`src/rtl/iefb_pkg.sv`:
```
// Constants for the interrupt enable and flag bank.
// Assumes a 16-bit register port and one 40 MHz system clock.
package iefb_pkg;

  // ==========================================================
  // Register port shape
  localparam int ADDR_W = 4;
  localparam int DATA_W = 16;
  localparam int PRIO_W = 3;

  // ==========================================================
  // Register offsets
  localparam logic [3:0] FLAG5_OFS = 4'h0;
  localparam logic [3:0] EN0_OFS = 4'h1;
  localparam logic [3:0] EN1_OFS = 4'h2;
  localparam logic [3:0] EN2_OFS = 4'h3;

  // ==========================================================
  // Implemented-bit masks and reset values
  localparam logic [15:0] FLAG5_MASK = 16'h0040;
  localparam logic [15:0] EN0_MASK = 16'h3FEF;
  localparam logic [15:0] EN1_MASK = 16'hFE1F;
  localparam logic [15:0] EN2_MASK = 16'h22E3;
  localparam logic [15:0] FLAG5_RST = 16'h0000;
  localparam logic [15:0] EN0_RST = 16'h0000;
  localparam logic [15:0] EN1_RST = 16'h0000;
  localparam logic [15:0] EN2_RST = 16'h0000;
  localparam logic [2:0] PRIO_OFF = 3'h0;

  // ==========================================================
  // Field positions
  localparam int USB_OTG_REQUEST_FLAG = 6;
  localparam int ADC_DONE_EN = 13;
  localparam int UART_A_TX_EN = 12;
  localparam int UART_A_RX_EN = 11;
  localparam int SPI_A_DONE_EN = 10;
  localparam int SPI_A_FAULT_EN = 9;
  localparam int TIMER_THREE_EN = 8;
  localparam int TIMER_TWO_EN = 7;
  localparam int COMPARE_TWO_EN = 6;
  localparam int CAPTURE_TWO_EN = 5;
  localparam int TIMER_ONE_EN = 3;
  localparam int COMPARE_ONE_EN = 2;
  localparam int CAPTURE_ONE_EN = 1;
  localparam int EXT_IRQ_ZERO_EN = 0;
  localparam int UART_B_TX_EN = 15;
  localparam int UART_B_RX_EN = 14;
  localparam int EXT_IRQ_TWO_EN = 13;
  localparam int TIMER_FIVE_EN = 12;
  localparam int TIMER_FOUR_EN = 11;
  localparam int COMPARE_FOUR_EN = 10;
  localparam int COMPARE_THREE_EN = 9;
  localparam int EXT_IRQ_ONE_EN = 4;
  localparam int CHANGE_NOTIFY_EN = 3;
  localparam int COMPARATOR_EN = 2;
  localparam int I2C_A_MASTER_EN = 1;
  localparam int I2C_A_SLAVE_EN = 0;
  localparam int PARALLEL_PORT_EN = 13;
  localparam int COMPARE_FIVE_EN = 9;
  localparam int CAPTURE_FIVE_EN = 7;
  localparam int CAPTURE_FOUR_EN = 6;
  localparam int CAPTURE_THREE_EN = 5;
  localparam int SPI_B_EVENT_EN = 1;
  localparam int SPI_B_FAULT_EN = 0;

endpackage

```
`src/rtl/iefb_gate.sv`:
```
// Gates a group of flags by enables and priority fields.
// Assumes all inputs are on one clock; the result is combinational.
`timescale 1ns/1ps
module iefb_gate #(
  parameter int N = 16
) (
  // Sources
  input wire logic [N-1:0] flags,
  input wire logic [N-1:0] enables,
  input wire logic [3*N-1:0] prios,
  // Forwarded requests
  output logic [N-1:0] req
);

  // ==========================================================
  // Per-source gate
  for (genvar i = 0; i < N; i++) begin : g_src
    assign req[i] = flags[i] & enables[i] &
                    (prios[3*i +: 3] != iefb_pkg::PRIO_OFF);
  end

endmodule

```
`src/rtl/iefb_reg.sv`:
```
// One software register with a mask of implemented bits.
// Assumes set requests come from logic on the same clock.
`timescale 1ns/1ps
module iefb_reg #(
  parameter logic [15:0] MASK = 16'hFFFF,
  parameter logic [15:0] RST = 16'h0000
) (
  // Clock and reset
  input wire logic ref_clk,
  input wire logic rst_b,
  // Software write
  input wire logic wr_en,
  input wire logic [15:0] wr_data,
  // Hardware set, one bit per field
  input wire logic [15:0] set_bits,
  // Stored value
  output logic [15:0] q
);

  logic [15:0] q_r;
  logic [15:0] q_nxt;

  // ==========================================================
  // Next value
  // A hardware set is applied after the write so it is never lost.
  always_comb begin
    q_nxt = q_r;
    if (wr_en) begin
      q_nxt = wr_data & MASK;
    end
    q_nxt = q_nxt | (set_bits & MASK);
  end

  always_ff @(posedge ref_clk) begin
    if (!rst_b) begin
      q_r <= RST & MASK;
    end else begin
      q_r <= q_nxt;
    end
  end

  assign q = q_r;

endmodule

```
`src/rtl/iefb_top.sv`:
```
// Interrupt enable and flag bank: the fifth flag register and three
// enable registers, with request gating toward priority resolution.
// Assumes a same-clock register port, flag inputs from the other flag
// registers and priority fields from the priority registers.
//
// Summary of operation
// - Flag register five holds only bit 6, the USB request flag.
// - Unimplemented bits ignore writes and read as zero.
// - An enable bit of 1 passes its source request, 0 blocks it.
// - Implemented bits are read/write and clear at reset.
// - Enable zero upper byte: ADC, UART A tx/rx, SPI A, timer three.
// - Enable zero lower byte: timers, compares, captures, external zero.
// - Enable one: UART B, externals, timers, compares, notify, I2C A.
// - Enable two: parallel port, compare five, captures, SPI B.
// - Priority field 000 disables the source; 111 is highest.
`timescale 1ns/1ps
module iefb_top (
  // Clock and reset
  input wire logic ref_clk,
  input wire logic rst_b,
  // Register port
  input wire logic [3:0] reg_addr,
  input wire logic [15:0] reg_wdata,
  input wire logic reg_wr,
  input wire logic reg_rd,
  output logic [15:0] reg_rdata,
  // Event and flag inputs
  input wire logic usb_otg_event,
  input wire logic [15:0] flag0_in,
  input wire logic [15:0] flag1_in,
  input wire logic [15:0] flag2_in,
  input wire logic usb_en_in,
  // Priority fields, three bits per bit position
  input wire logic [47:0] prio0_in,
  input wire logic [47:0] prio1_in,
  input wire logic [47:0] prio2_in,
  input wire logic [2:0] usb_prio_in,
  // Requests toward priority resolution
  output logic [15:0] irq_req0,
  output logic [15:0] irq_req1,
  output logic [15:0] irq_req2,
  output logic usb_req
);

  // ==========================================================
  // Address decode
  logic wr_flag5;
  logic wr_en0;
  logic wr_en1;
  logic wr_en2;
  logic [15:0] usb_set;

  always_comb begin
    wr_flag5 = reg_wr && (reg_addr == iefb_pkg::FLAG5_OFS);
    wr_en0 = reg_wr && (reg_addr == iefb_pkg::EN0_OFS);
    wr_en1 = reg_wr && (reg_addr == iefb_pkg::EN1_OFS);
    wr_en2 = reg_wr && (reg_addr == iefb_pkg::EN2_OFS);
    usb_set = 16'h0000;
    usb_set[iefb_pkg::USB_OTG_REQUEST_FLAG] = usb_otg_event;
  end

  // ==========================================================
  // Registers
  logic [15:0] flag5_q;
  logic [15:0] en0_q;
  logic [15:0] en1_q;
  logic [15:0] en2_q;

  // A flag stays set until software writes a 0 over it.
  iefb_reg #(
    .MASK(iefb_pkg::FLAG5_MASK),
    .RST(iefb_pkg::FLAG5_RST)
  ) u_flag5 (
    .ref_clk(ref_clk),
    .rst_b(rst_b),
    .wr_en(wr_flag5),
    .wr_data(reg_wdata),
    .set_bits(usb_set),
    .q(flag5_q)
  );

  iefb_reg #(
    .MASK(iefb_pkg::EN0_MASK),
    .RST(iefb_pkg::EN0_RST)
  ) u_en0 (
    .ref_clk(ref_clk),
    .rst_b(rst_b),
    .wr_en(wr_en0),
    .wr_data(reg_wdata),
    .set_bits(16'h0000),
    .q(en0_q)
  );

  iefb_reg #(
    .MASK(iefb_pkg::EN1_MASK),
    .RST(iefb_pkg::EN1_RST)
  ) u_en1 (
    .ref_clk(ref_clk),
    .rst_b(rst_b),
    .wr_en(wr_en1),
    .wr_data(reg_wdata),
    .set_bits(16'h0000),
    .q(en1_q)
  );

  iefb_reg #(
    .MASK(iefb_pkg::EN2_MASK),
    .RST(iefb_pkg::EN2_RST)
  ) u_en2 (
    .ref_clk(ref_clk),
    .rst_b(rst_b),
    .wr_en(wr_en2),
    .wr_data(reg_wdata),
    .set_bits(16'h0000),
    .q(en2_q)
  );

  // ==========================================================
  // Request gating
  // External inputs only carry events once pin selection routes them.
  logic [15:0] gate0;
  logic [15:0] gate1;
  logic [15:0] gate2;
  logic gate_usb;
  logic [15:0] flag0_m;
  logic [15:0] flag1_m;
  logic [15:0] flag2_m;

  assign flag0_m = flag0_in & iefb_pkg::EN0_MASK;
  assign flag1_m = flag1_in & iefb_pkg::EN1_MASK;
  assign flag2_m = flag2_in & iefb_pkg::EN2_MASK;

  iefb_gate #(.N(16)) u_gate0 (
    .flags(flag0_m),
    .enables(en0_q),
    .prios(prio0_in),
    .req(gate0)
  );

  iefb_gate #(.N(16)) u_gate1 (
    .flags(flag1_m),
    .enables(en1_q),
    .prios(prio1_in),
    .req(gate1)
  );

  iefb_gate #(.N(16)) u_gate2 (
    .flags(flag2_m),
    .enables(en2_q),
    .prios(prio2_in),
    .req(gate2)
  );

  iefb_gate #(.N(1)) u_gate_usb (
    .flags(flag5_q[iefb_pkg::USB_OTG_REQUEST_FLAG]),
    .enables(usb_en_in),
    .prios(usb_prio_in),
    .req(gate_usb)
  );

  logic [15:0] irq_req0_r;
  logic [15:0] irq_req1_r;
  logic [15:0] irq_req2_r;
  logic usb_req_r;
  logic [15:0] irq_req0_nxt;
  logic [15:0] irq_req1_nxt;
  logic [15:0] irq_req2_nxt;
  logic usb_req_nxt;

  always_comb begin
    irq_req0_nxt = gate0;
    irq_req1_nxt = gate1;
    irq_req2_nxt = gate2;
    usb_req_nxt = gate_usb;
  end

  always_ff @(posedge ref_clk) begin
    if (!rst_b) begin
      irq_req0_r <= 16'h0000;
      irq_req1_r <= 16'h0000;
      irq_req2_r <= 16'h0000;
      usb_req_r <= 1'b0;
    end else begin
      irq_req0_r <= irq_req0_nxt;
      irq_req1_r <= irq_req1_nxt;
      irq_req2_r <= irq_req2_nxt;
      usb_req_r <= usb_req_nxt;
    end
  end

  assign irq_req0 = irq_req0_r;
  assign irq_req1 = irq_req1_r;
  assign irq_req2 = irq_req2_r;
  assign usb_req = usb_req_r;

  // ==========================================================
  // Read port
  // Data stand only in the cycle after the strobe, zero otherwise.
  logic [15:0] rdata_r;
  logic [15:0] rdata_nxt;

  always_comb begin
    rdata_nxt = 16'h0000;
    if (reg_rd) begin
      unique case (reg_addr)
        iefb_pkg::FLAG5_OFS: rdata_nxt = flag5_q;
        iefb_pkg::EN0_OFS: rdata_nxt = en0_q;
        iefb_pkg::EN1_OFS: rdata_nxt = en1_q;
        iefb_pkg::EN2_OFS: rdata_nxt = en2_q;
        default: rdata_nxt = 16'h0000;
      endcase
    end
  end

  always_ff @(posedge ref_clk) begin
    if (!rst_b) begin
      rdata_r <= 16'h0000;
    end else begin
      rdata_r <= rdata_nxt;
    end
  end

  assign reg_rdata = rdata_r;

  // ==========================================================
  // Assertions
  logic [15:0] rd_mask_r;
  logic [15:0] rd_mask_nxt;

  always_comb begin
    rd_mask_nxt = 16'h0000;
    unique case (reg_addr)
      iefb_pkg::FLAG5_OFS: rd_mask_nxt = iefb_pkg::FLAG5_MASK;
      iefb_pkg::EN0_OFS: rd_mask_nxt = iefb_pkg::EN0_MASK;
      iefb_pkg::EN1_OFS: rd_mask_nxt = iefb_pkg::EN1_MASK;
      iefb_pkg::EN2_OFS: rd_mask_nxt = iefb_pkg::EN2_MASK;
      default: rd_mask_nxt = 16'h0000;
    endcase
  end

  always_ff @(posedge ref_clk) begin
    if (!rst_b) begin
      rd_mask_r <= 16'h0000;
    end else begin
      rd_mask_r <= rd_mask_nxt;
    end
  end
endmodule

```
`config.mk`:
```
export PLATFORM = sky130hd
export DESIGN_NAME = iefb_top
export DESIGN_NICKNAME = d
export VERILOG_FILES = /design/src/rtl/iefb_pkg.sv /design/src/rtl/iefb_gate.sv /design/src/rtl/iefb_reg.sv /design/src/rtl/iefb_top.sv
export SDC_FILE = /design/constraint.sdc
export NUM_CORES = 1
export LEC_CHECK = 0
export BUFFER_PORTS_ARGS = -buffer_cell sky130_fd_sc_hd__buf_2
export CORE_AREA = 3 3 109 111
export CTS_CLUSTER_SIZE = 8
export DETAILED_ROUTE_END_ITERATION = 8
export DIE_AREA = 0 0 112 114
export GPL_ROUTABILITY_DRIVEN = 1
export GPL_TIMING_DRIVEN = 0
export HOLD_SLACK_MARGIN = 0.12
export PLACE_DENSITY = 0.76
export SETUP_SLACK_MARGIN = 0.05
export SKIP_CTS_REPAIR_TIMING = 1
export SYNTH_ARGS = -nofsm -noshare
export SYNTH_HDL_FRONTEND = slang
export SYNTH_HIERARCHICAL = 1
export SYNTH_SLANG_ARGS = --single-unit
```
`constraint.sdc`:
```
create_clock -name ref_clk -period 2.75 [get_ports ref_clk]
set_input_delay 0.825 -clock ref_clk [delete_from_list [all_inputs] [get_ports ref_clk]]
set_output_delay 0.825 -clock ref_clk [all_outputs]
set_load 0.01 [all_outputs]
```
==> impl_results.rst, run 1 <==
.. list-table::
   :header-rows: 1

   * - Metric
     - Value
   * - Status
     - completed
   * - Average footprint of a synthesized cell
     - 11.3 sq um
   * - Inserted Diodes
     - 0
   * - Input/output buffers
     - 268
   * - Number of maximum-capacitance constraint violations
     - 0
   * - Estimated wirelength of the detail-placed design
     - 11,300 microns
   * - Number of DRC markers after the initial detailed-route iteration
     - 98
   * - Setup repair after global routing missed its margin
     - no
   * - Number of cell rows
     - 38
   * - Met2 wire len
     - 7240 microns
   * - Yosys warnings
     - 6
   * - Placed cell count
     - 873
   * - Share of synthesized flip-flops with an asynchronous set or reset
     - 0%
   * - Max clock buf depth
     - 2
   * - Leakage
     - 3.42 nW
   * - Final Skew
     - 0.0119 ns
   * - Power density relative to cell area
     - 466 nW/um^2
   * - Met3 wirelength from detailed routing
     - 867 microns
   * - Cell area after placement
     - 6230 sq um
   * - Via Count
     - 4,133
   * - Synth cell types
     - 21
   * - Class of the most critical hold timing path
     - reg2reg
   * - Endpoint arrival time on the critical path
     - 2.73 ns
   * - Number of nets in the layout
     - 965
   * - Final GP Congestion
     - 0.845
   * - Count of final max-slew check failures
     - 0
   * - Transition time of the tightest slew-check pin
     - 0.765 ns
   * - Total wirelength of the detailed-routed design
     - 14,100 microns
   * - Core area
     - 10,900 sq um
   * - Top-Level Pins
     - 286
   * - Non-Filler Instances
     - 889
   * - Routed metal-1 wire length
     - 5610 microns
   * - Via-per-instance ratio
     - 4.65
   * - Via count of the first global-routing pass
     - 4,401
   * - Total Routing Usage GR
     - 21.9%
   * - Antenna violations before repair
     - 0
   * - Share of Yosys cell area claimed by the top area cell type
     - 44.3%
   * - Total iterations of the first detailed-routing run
     - 4
   * - Root buffer cell
     - sky130_fd_sc_hd__clkbuf_8
   * - Maximum level of the CTS H-tree
     - 3
   * - Final hold violation count
     - 0
   * - Worst-path maximum fanout
     - 10
   * - Final clock period utilization by the worst path
     - 90.4%
   * - Worst voltage drop across the vdd grid
     - 246 uV
   * - Width of the die
     - 112 microns
   * - Insertion delay of the later-clocked pin in the worst-skew pair
     - 0.36 ns
   * - Clock tree from TritonCTS
     - done
   * - Count of endpoints failing setup in the final report
     - 0
   * - Dominant cell type by area after synthesis
     - sky130_fd_sc_hd__dfxtp_1
   * - Remaining global-route overflow
     - 0
   * - Number of synthesized register bits
     - 98
   * - Overall power after layout
     - 2.99 mW
   * - Synthesized area
     - 4430 sq um
   * - Maximum operating frequency
     - 0.402 GHz
   * - Most frequent cell after synthesis
     - sky130_fd_sc_hd__dfxtp_1
   * - Critical path required time
     - 3.00 ns
   * - Final critical path time including I/O delays and setup
     - 2.49 ns
   * - Post-route DRC violation count
     - 0
   * - Commonest cells in the synthesized netlist
     - sky130_fd_sc_hd__dfxtp_1, sky130_fd_sc_hd__and2_1, sky130_fd_sc_hd__o311a_1
   * - Maximum number of pins on one net before global-route repair
     - 21
   * - Clock slew at reported path FFs
     - 0.10 ns
   * - DRT antenna net count
     - 0
   * - Most used DFF post-synth
     - sky130_fd_sc_hd__dfxtp_1
   * - Leading cell types by total area after synthesis
     - sky130_fd_sc_hd__dfxtp_1, sky130_fd_sc_hd__o311a_1, sky130_fd_sc_hd__and2_1
   * - Number of flops mapped to enable cells by yosys
     - 0
   * - DIE AREA
     - 12,800 sq um
   * - Synthesized instance count
     - 391
   * - Fraction of the yosys area taken by sequential cells
     - 44.3%
   * - Setup CP Type
     - in2reg
   * - Layout overhead on the synthesized area
     - 44.9%
   * - Highest Signal Layer
     - met4
   * - Worst slew margin relative to its limit
     - 48.6%
   * - Global-route wire length before repair
     - 21,900 microns
   * - Utilization after layout
     - 59.0%
   * - Number of sinks on the clock net
     - 98
   * - TritonCTS Buffers
     - 9
   * - CP Launch Type
     - input pin
   * - Post-route cell area
     - 6420 sq um
   * - Die outline height
     - 114 microns
   * - Ratio of cells with drive above 1 in the final layout
     - 47.4%
   * - Kind of end point of the critical path
     - flop
   * - Starting Density
     - 40.7%
   * - Detailed-route wire length per cell
     - 15.9 microns
[logic make-up after synthesis]
kind of cell | synth area share (%)
other | 0.424
buffers and inverters | 8.22
flip-flops | 44.3
multiplexers | 17.9
AND/OR/NAND/NOR | 10.3
AO/OA/AOI/OAI | 18.9
[worst max-delay path: stages]
cell,delay [ns]
sky130_fd_sc_hd__buf_2,0.10
sky130_fd_sc_hd__or3_1,0.38
sky130_fd_sc_hd__buf_6,0.16
sky130_fd_sc_hd__buf_8,0.14
sky130_fd_sc_hd__nor2_1,0.36
sky130_fd_sc_hd__buf_6,0.27
sky130_fd_sc_hd__mux2_4,0.31
sky130_fd_sc_hd__o21a_1,0.17
[metrics by stage]
stage	setup TNS, ns	worst slack (ns)	hold WS (ns)
6_report	0	0.264	0.600
3_5_place_dp	-0.938	-0.0929	0.598
3_3_place_gp	-0.385	-0.0398	0.589
5_1_grt	0	0.232	0.629
4_1_cts	0	0.289	0.609
2_1_floorplan	0	0.267	0.553
[state kept, by name, indices dropped and copies added (netlist names)]
signal and count:
irq_req0 16, u_en2/q 7, reg_rdata 16, u_en0/q 13
u_en1/q 12, u_flag5/q 1, irq_req1 16, irq_req2 16
usb_req 1
[power breakdown]
group	switching (mW)	total (mW)	internal, mW
registers	0.0397	1.52	1.48
clock network	0.497	0.969	0.472
logic	0.205	0.500	0.295
total	0.741	2.99	2.25
[cells in the final DEF, fill, tap and decap left out, types with 11 or more instances in the layout]
cell type,n
sky130_fd_sc_hd__and2_1,65
sky130_fd_sc_hd__buf_2,271
sky130_fd_sc_hd__buf_4,33
sky130_fd_sc_hd__clkbuf_1,11
sky130_fd_sc_hd__clkbuf_8,11
sky130_fd_sc_hd__conb_1,79
sky130_fd_sc_hd__dfxtp_1,98
sky130_fd_sc_hd__mux2_4,27
sky130_fd_sc_hd__mux2i_1,32
sky130_fd_sc_hd__o21a_1,33
sky130_fd_sc_hd__o22ai_1,16
sky130_fd_sc_hd__o311a_1,49
[worst paths after layout]
kind                            slack [ns]  depth (start not counted)         from             to
worst max-delay path                  0.26                          8  reg_addr[1]     u_en0/q[6]
worst min-delay path                  0.60                          2  u_en1/q[11]   irq_req1[11]
worst max register to register        1.75                          3  u_en1/q[14]  reg_rdata[14]
worst min register to register        0.60                          2  u_en1/q[11]   irq_req1[11]
[cell type report]
cell class              instances  area (sq um)
clock inverters                 2          35.0
clock buffers                  14           163
repair buffers                268          1340
fillers                       973          4460
well taps                     140           175
multi-input cells             317          2380
flip-flops and latches         98          1960
plain buffers                  50           364
[per-layer routing]
metal / GRT usage [%] / vias to the layer above
li1: - / 2043
met1: 24.9 / 1904
met2: 39.9 / 160
met3: 4.40 / 26
met4: 9.38 / 0
met5: 0 / -
Power figures use the tool's default switching activity.
==> run 2: changes to the inputs <==
ABC_AREA = 1   (was not set)
PLACE_DENSITY = 0.82   (was 0.76)
clock period = 2.95 ns   (was 2.75 ns; I/O delays follow)
==> impl_results.rst, run 2 <==
.. list-table::
   :header-rows: 1

   * - Metric
     - Value
   * - Most common cell after layout, fill and taps aside
     - sky130_fd_sc_hd__buf_2
   * - Commonest cells in the synthesized netlist
     - sky130_fd_sc_hd__nand2_1, sky130_fd_sc_hd__inv_1, sky130_fd_sc_hd__dfxtp_1
   * - Width of the die
     - 112 microns
   * - Total Routing Usage GR
     - 23.3%
   * - TNS Setup
     - 0 ns
   * - Utilization after layout
     - 65.2%
   * - Final GP Congestion
     - 0.860
   * - Maximum level of the CTS H-tree
     - 3
   * - Number of sinks on the clock net
     - 98
   * - Power density relative to cell area
     - 413 nW/um^2
   * - Worst voltage drop across the vdd grid
     - 215 uV
   * - Kind of end point of the critical path
     - flop
   * - Clock slew at reported path FFs
     - 0.09 ns
   * - Post-placement setup slack
     - 0.356 ns
   * - Worst slew margin relative to its limit
     - 53.7%
   * - Remaining global-route overflow
     - 0
   * - Number of DRC markers after the initial detailed-route iteration
     - 240
   * - Starting Density
     - 46.6%
   * - Estimated wirelength of the detail-placed design
     - 12,400 microns
   * - Post-Route Hold Slack
     - 0.547 ns
   * - Most frequent cell after synthesis
     - sky130_fd_sc_hd__nand2_1
   * - Via Count
     - 5,666
   * - Multi-input combinational cell area
     - 2290 sq um
   * - Yosys warnings
     - 6
   * - Fraction of the yosys area taken by sequential cells
     - 38.7%
   * - Final critical path time including I/O delays and setup
     - 2.26 ns
   * - Inserted Diodes
     - 0
   * - Layout overhead on the synthesized area
     - 39.8%
   * - Class of the most critical hold timing path
     - reg2reg
   * - Number of flops mapped to enable cells by yosys
     - 0
   * - Maximum operating frequency
     - 0.442 GHz
   * - Antenna violations before repair
     - 1
   * - Placed cell count
     - 1,290
   * - Overall power after layout
     - 2.93 mW
   * - Most frequent cells in the layout
     - sky130_fd_sc_hd__buf_2, sky130_fd_sc_hd__nand2_1, sky130_fd_sc_hd__inv_1, sky130_fd_sc_hd__dfxtp_1, sky130_fd_sc_hd__nor2_1
   * - Count of final max-slew check failures
     - 0
   * - CP Launch Type
     - input pin
   * - Post-route cell area
     - 7100 sq um
   * - Number of synthesized register bits
     - 98
   * - Number of nets in the layout
     - 1,382
   * - DRT antenna net count
     - 0
   * - Worst-path maximum fanout
     - 10
   * - Leading cell types by total area after synthesis
     - sky130_fd_sc_hd__dfxtp_1, sky130_fd_sc_hd__nand2_1, sky130_fd_sc_hd__inv_1
   * - Fillers
     - 1,046
   * - Setup CP Type
     - in2reg
   * - Input/output buffers
     - 269
   * - Leakage
     - 4.54 nW
   * - Total wirelength of the detailed-routed design
     - 15,400 microns
   * - Cell area after placement
     - 6870 sq um
   * - Setup repair after global routing missed its margin
     - no
   * - Number of maximum-capacitance constraint violations
     - 0
   * - Final Skew
     - 0.00791 ns
   * - Sum of buffers and inverters on the critical path
     - 6
   * - Total iterations of the first detailed-routing run
     - 6
   * - Cells along the critical path
     - buf_2 -> nor2_4 -> buf_4 -> buf_2 -> nand2_1 -> nor2_1 -> inv_2 -> buf_6 -> nand2_1 -> nand3_1 -> nand2_1 -> inv_1
   * - Storage element area
     - 1960 sq um
   * - Transition time of the tightest slew-check pin
     - 0.694 ns
   * - Root buffer cell
     - sky130_fd_sc_hd__clkbuf_8
   * - Slowest cell on the critical path
     - sky130_fd_sc_hd__nor2_1
   * - Detailed-route wire length per cell
     - 11.8 microns
   * - Core area
     - 10,900 sq um
   * - Top Family by Delay on Critical Path
     - simple AND/OR/NAND/NOR gates
   * - Average footprint of a synthesized cell
     - 6.29 sq um
   * - Via count of the first global-routing pass
     - 5,114
   * - Final hold violation count
     - 0
   * - Synthesized area
     - 5070 sq um
   * - Critical path's largest stage delay
     - 0.40 ns
   * - TritonCTS Buffers
     - 9
   * - Top-Level Pins
     - 286
   * - Global-route wire length before repair
     - 23,600 microns
   * - Most used DFF post-synth
     - sky130_fd_sc_hd__dfxtp_1
   * - Synth cell types
     - 19
   * - Via-per-instance ratio
     - 4.35
   * - Count of endpoints failing setup in the final report
     - 0
   * - Insertion delay of the later-clocked pin in the worst-skew pair
     - 0.36 ns
   * - Synthesized instance count
     - 807
   * - Share of Yosys cell area claimed by the top area cell type
     - 38.7%
   * - Maximum number of pins on one net before global-route repair
     - 17
   * - Non-Filler Instances
     - 1,304
   * - Post-route worst setup slack
     - 0.685 ns
   * - Post-route DRC violation count
     - 0
   * - Critical path required time
     - 3.21 ns
   * - Final clock period utilization by the worst path
     - 76.8%
   * - Die outline height
     - 114 microns
   * - Number of cell rows
     - 38
   * - DIE AREA
     - 12,800 sq um
   * - Endpoint arrival time on the critical path
     - 2.53 ns
   * - Ratio of cells with drive above 1 in the final layout
     - 30.2%
   * - Status
     - completed
   * - Top cell by count, worst path
     - sky130_fd_sc_hd__nand2_1
   * - Max clock buf depth
     - 2
   * - Dominant cell type by area after synthesis
     - sky130_fd_sc_hd__dfxtp_1
   * - Clock tree from TritonCTS
     - done
   * - Share of synthesized flip-flops with an asynchronous set or reset
     - 0%
-- run 2: changes by cell type after synthesis, moves of 27 or more --
cell                      change
sky130_fd_sc_hd__nand2_1    +225
sky130_fd_sc_hd__inv_1      +164
sky130_fd_sc_hd__nand3_1     +92
sky130_fd_sc_hd__nor2_1      +92
sky130_fd_sc_hd__and2_1      -65
sky130_fd_sc_hd__a21oi_1     +49
sky130_fd_sc_hd__o311a_1     -49
sky130_fd_sc_hd__o21a_1      -33
sky130_fd_sc_hd__mux2i_1     -32
sky130_fd_sc_hd__mux2_4      -27
-- run 2: logic make-up after synthesis --
kind of cell	count (synthesis)	synth area share [%]
compound gates	49	4.83
buf+inv	231	21.7
flops	98	38.7
other cells	5	0.370
simple gates	424	34.4
-- run 2: final cells by class --
cell class / instances / share of cell area, %
well taps: 140 / 2.47
plain buffers: 56 / 6.19
clock buffers: 11 / 1.85
multi-input cells: 552 / 32.3
flip-flops and latches: 98 / 27.6
repair buffers: 269 / 19.0
inverters: 175 / 9.33
clock inverters: 3 / 1.27
-- run 2: path summary, 6_finish.rpt --
kind / startpoint / end / slack, ns / cells past startpoint
min reg2reg: u_en0/q[8] / irq_req0[8] / 0.55 / 4
max: reg_addr[3] / u_en1/q[4] / 0.69 / 12
min: u_en0/q[8] / irq_req0[8] / 0.55 / 4
max reg2reg: u_en0/q[10] / irq_req0[10] / 2.07 / 4
-- run 2: where the power goes --
part / internal (mW) / switching, mW
logic: 0.241 / 0.258
registers: 1.38 / 0.0464
clock network: 0.556 / 0.445
-- run 2: worst reg2reg max path: stages (launching register included) --
cell and delay (ns):
sky130_fd_sc_hd__dfxtp_1 0.48, sky130_fd_sc_hd__nand2_1 0.09, sky130_fd_sc_hd__a21oi_1 0.14, sky130_fd_sc_hd__nand2_1 0.07, sky130_fd_sc_hd__inv_1 0.05
-- run 2: layer usage --
metal | vias to the layer above | part of all wire (%) | global-route usage (%)
met5 | - | 0.046 | 0
met4 | 2 | 1.6 | 6.73
met3 | 20 | 9.7 | 6.15
met2 | 232 | 50 | 43.0
met1 | 2438 | 38 | 26.6
li1 | 2974 | - | -
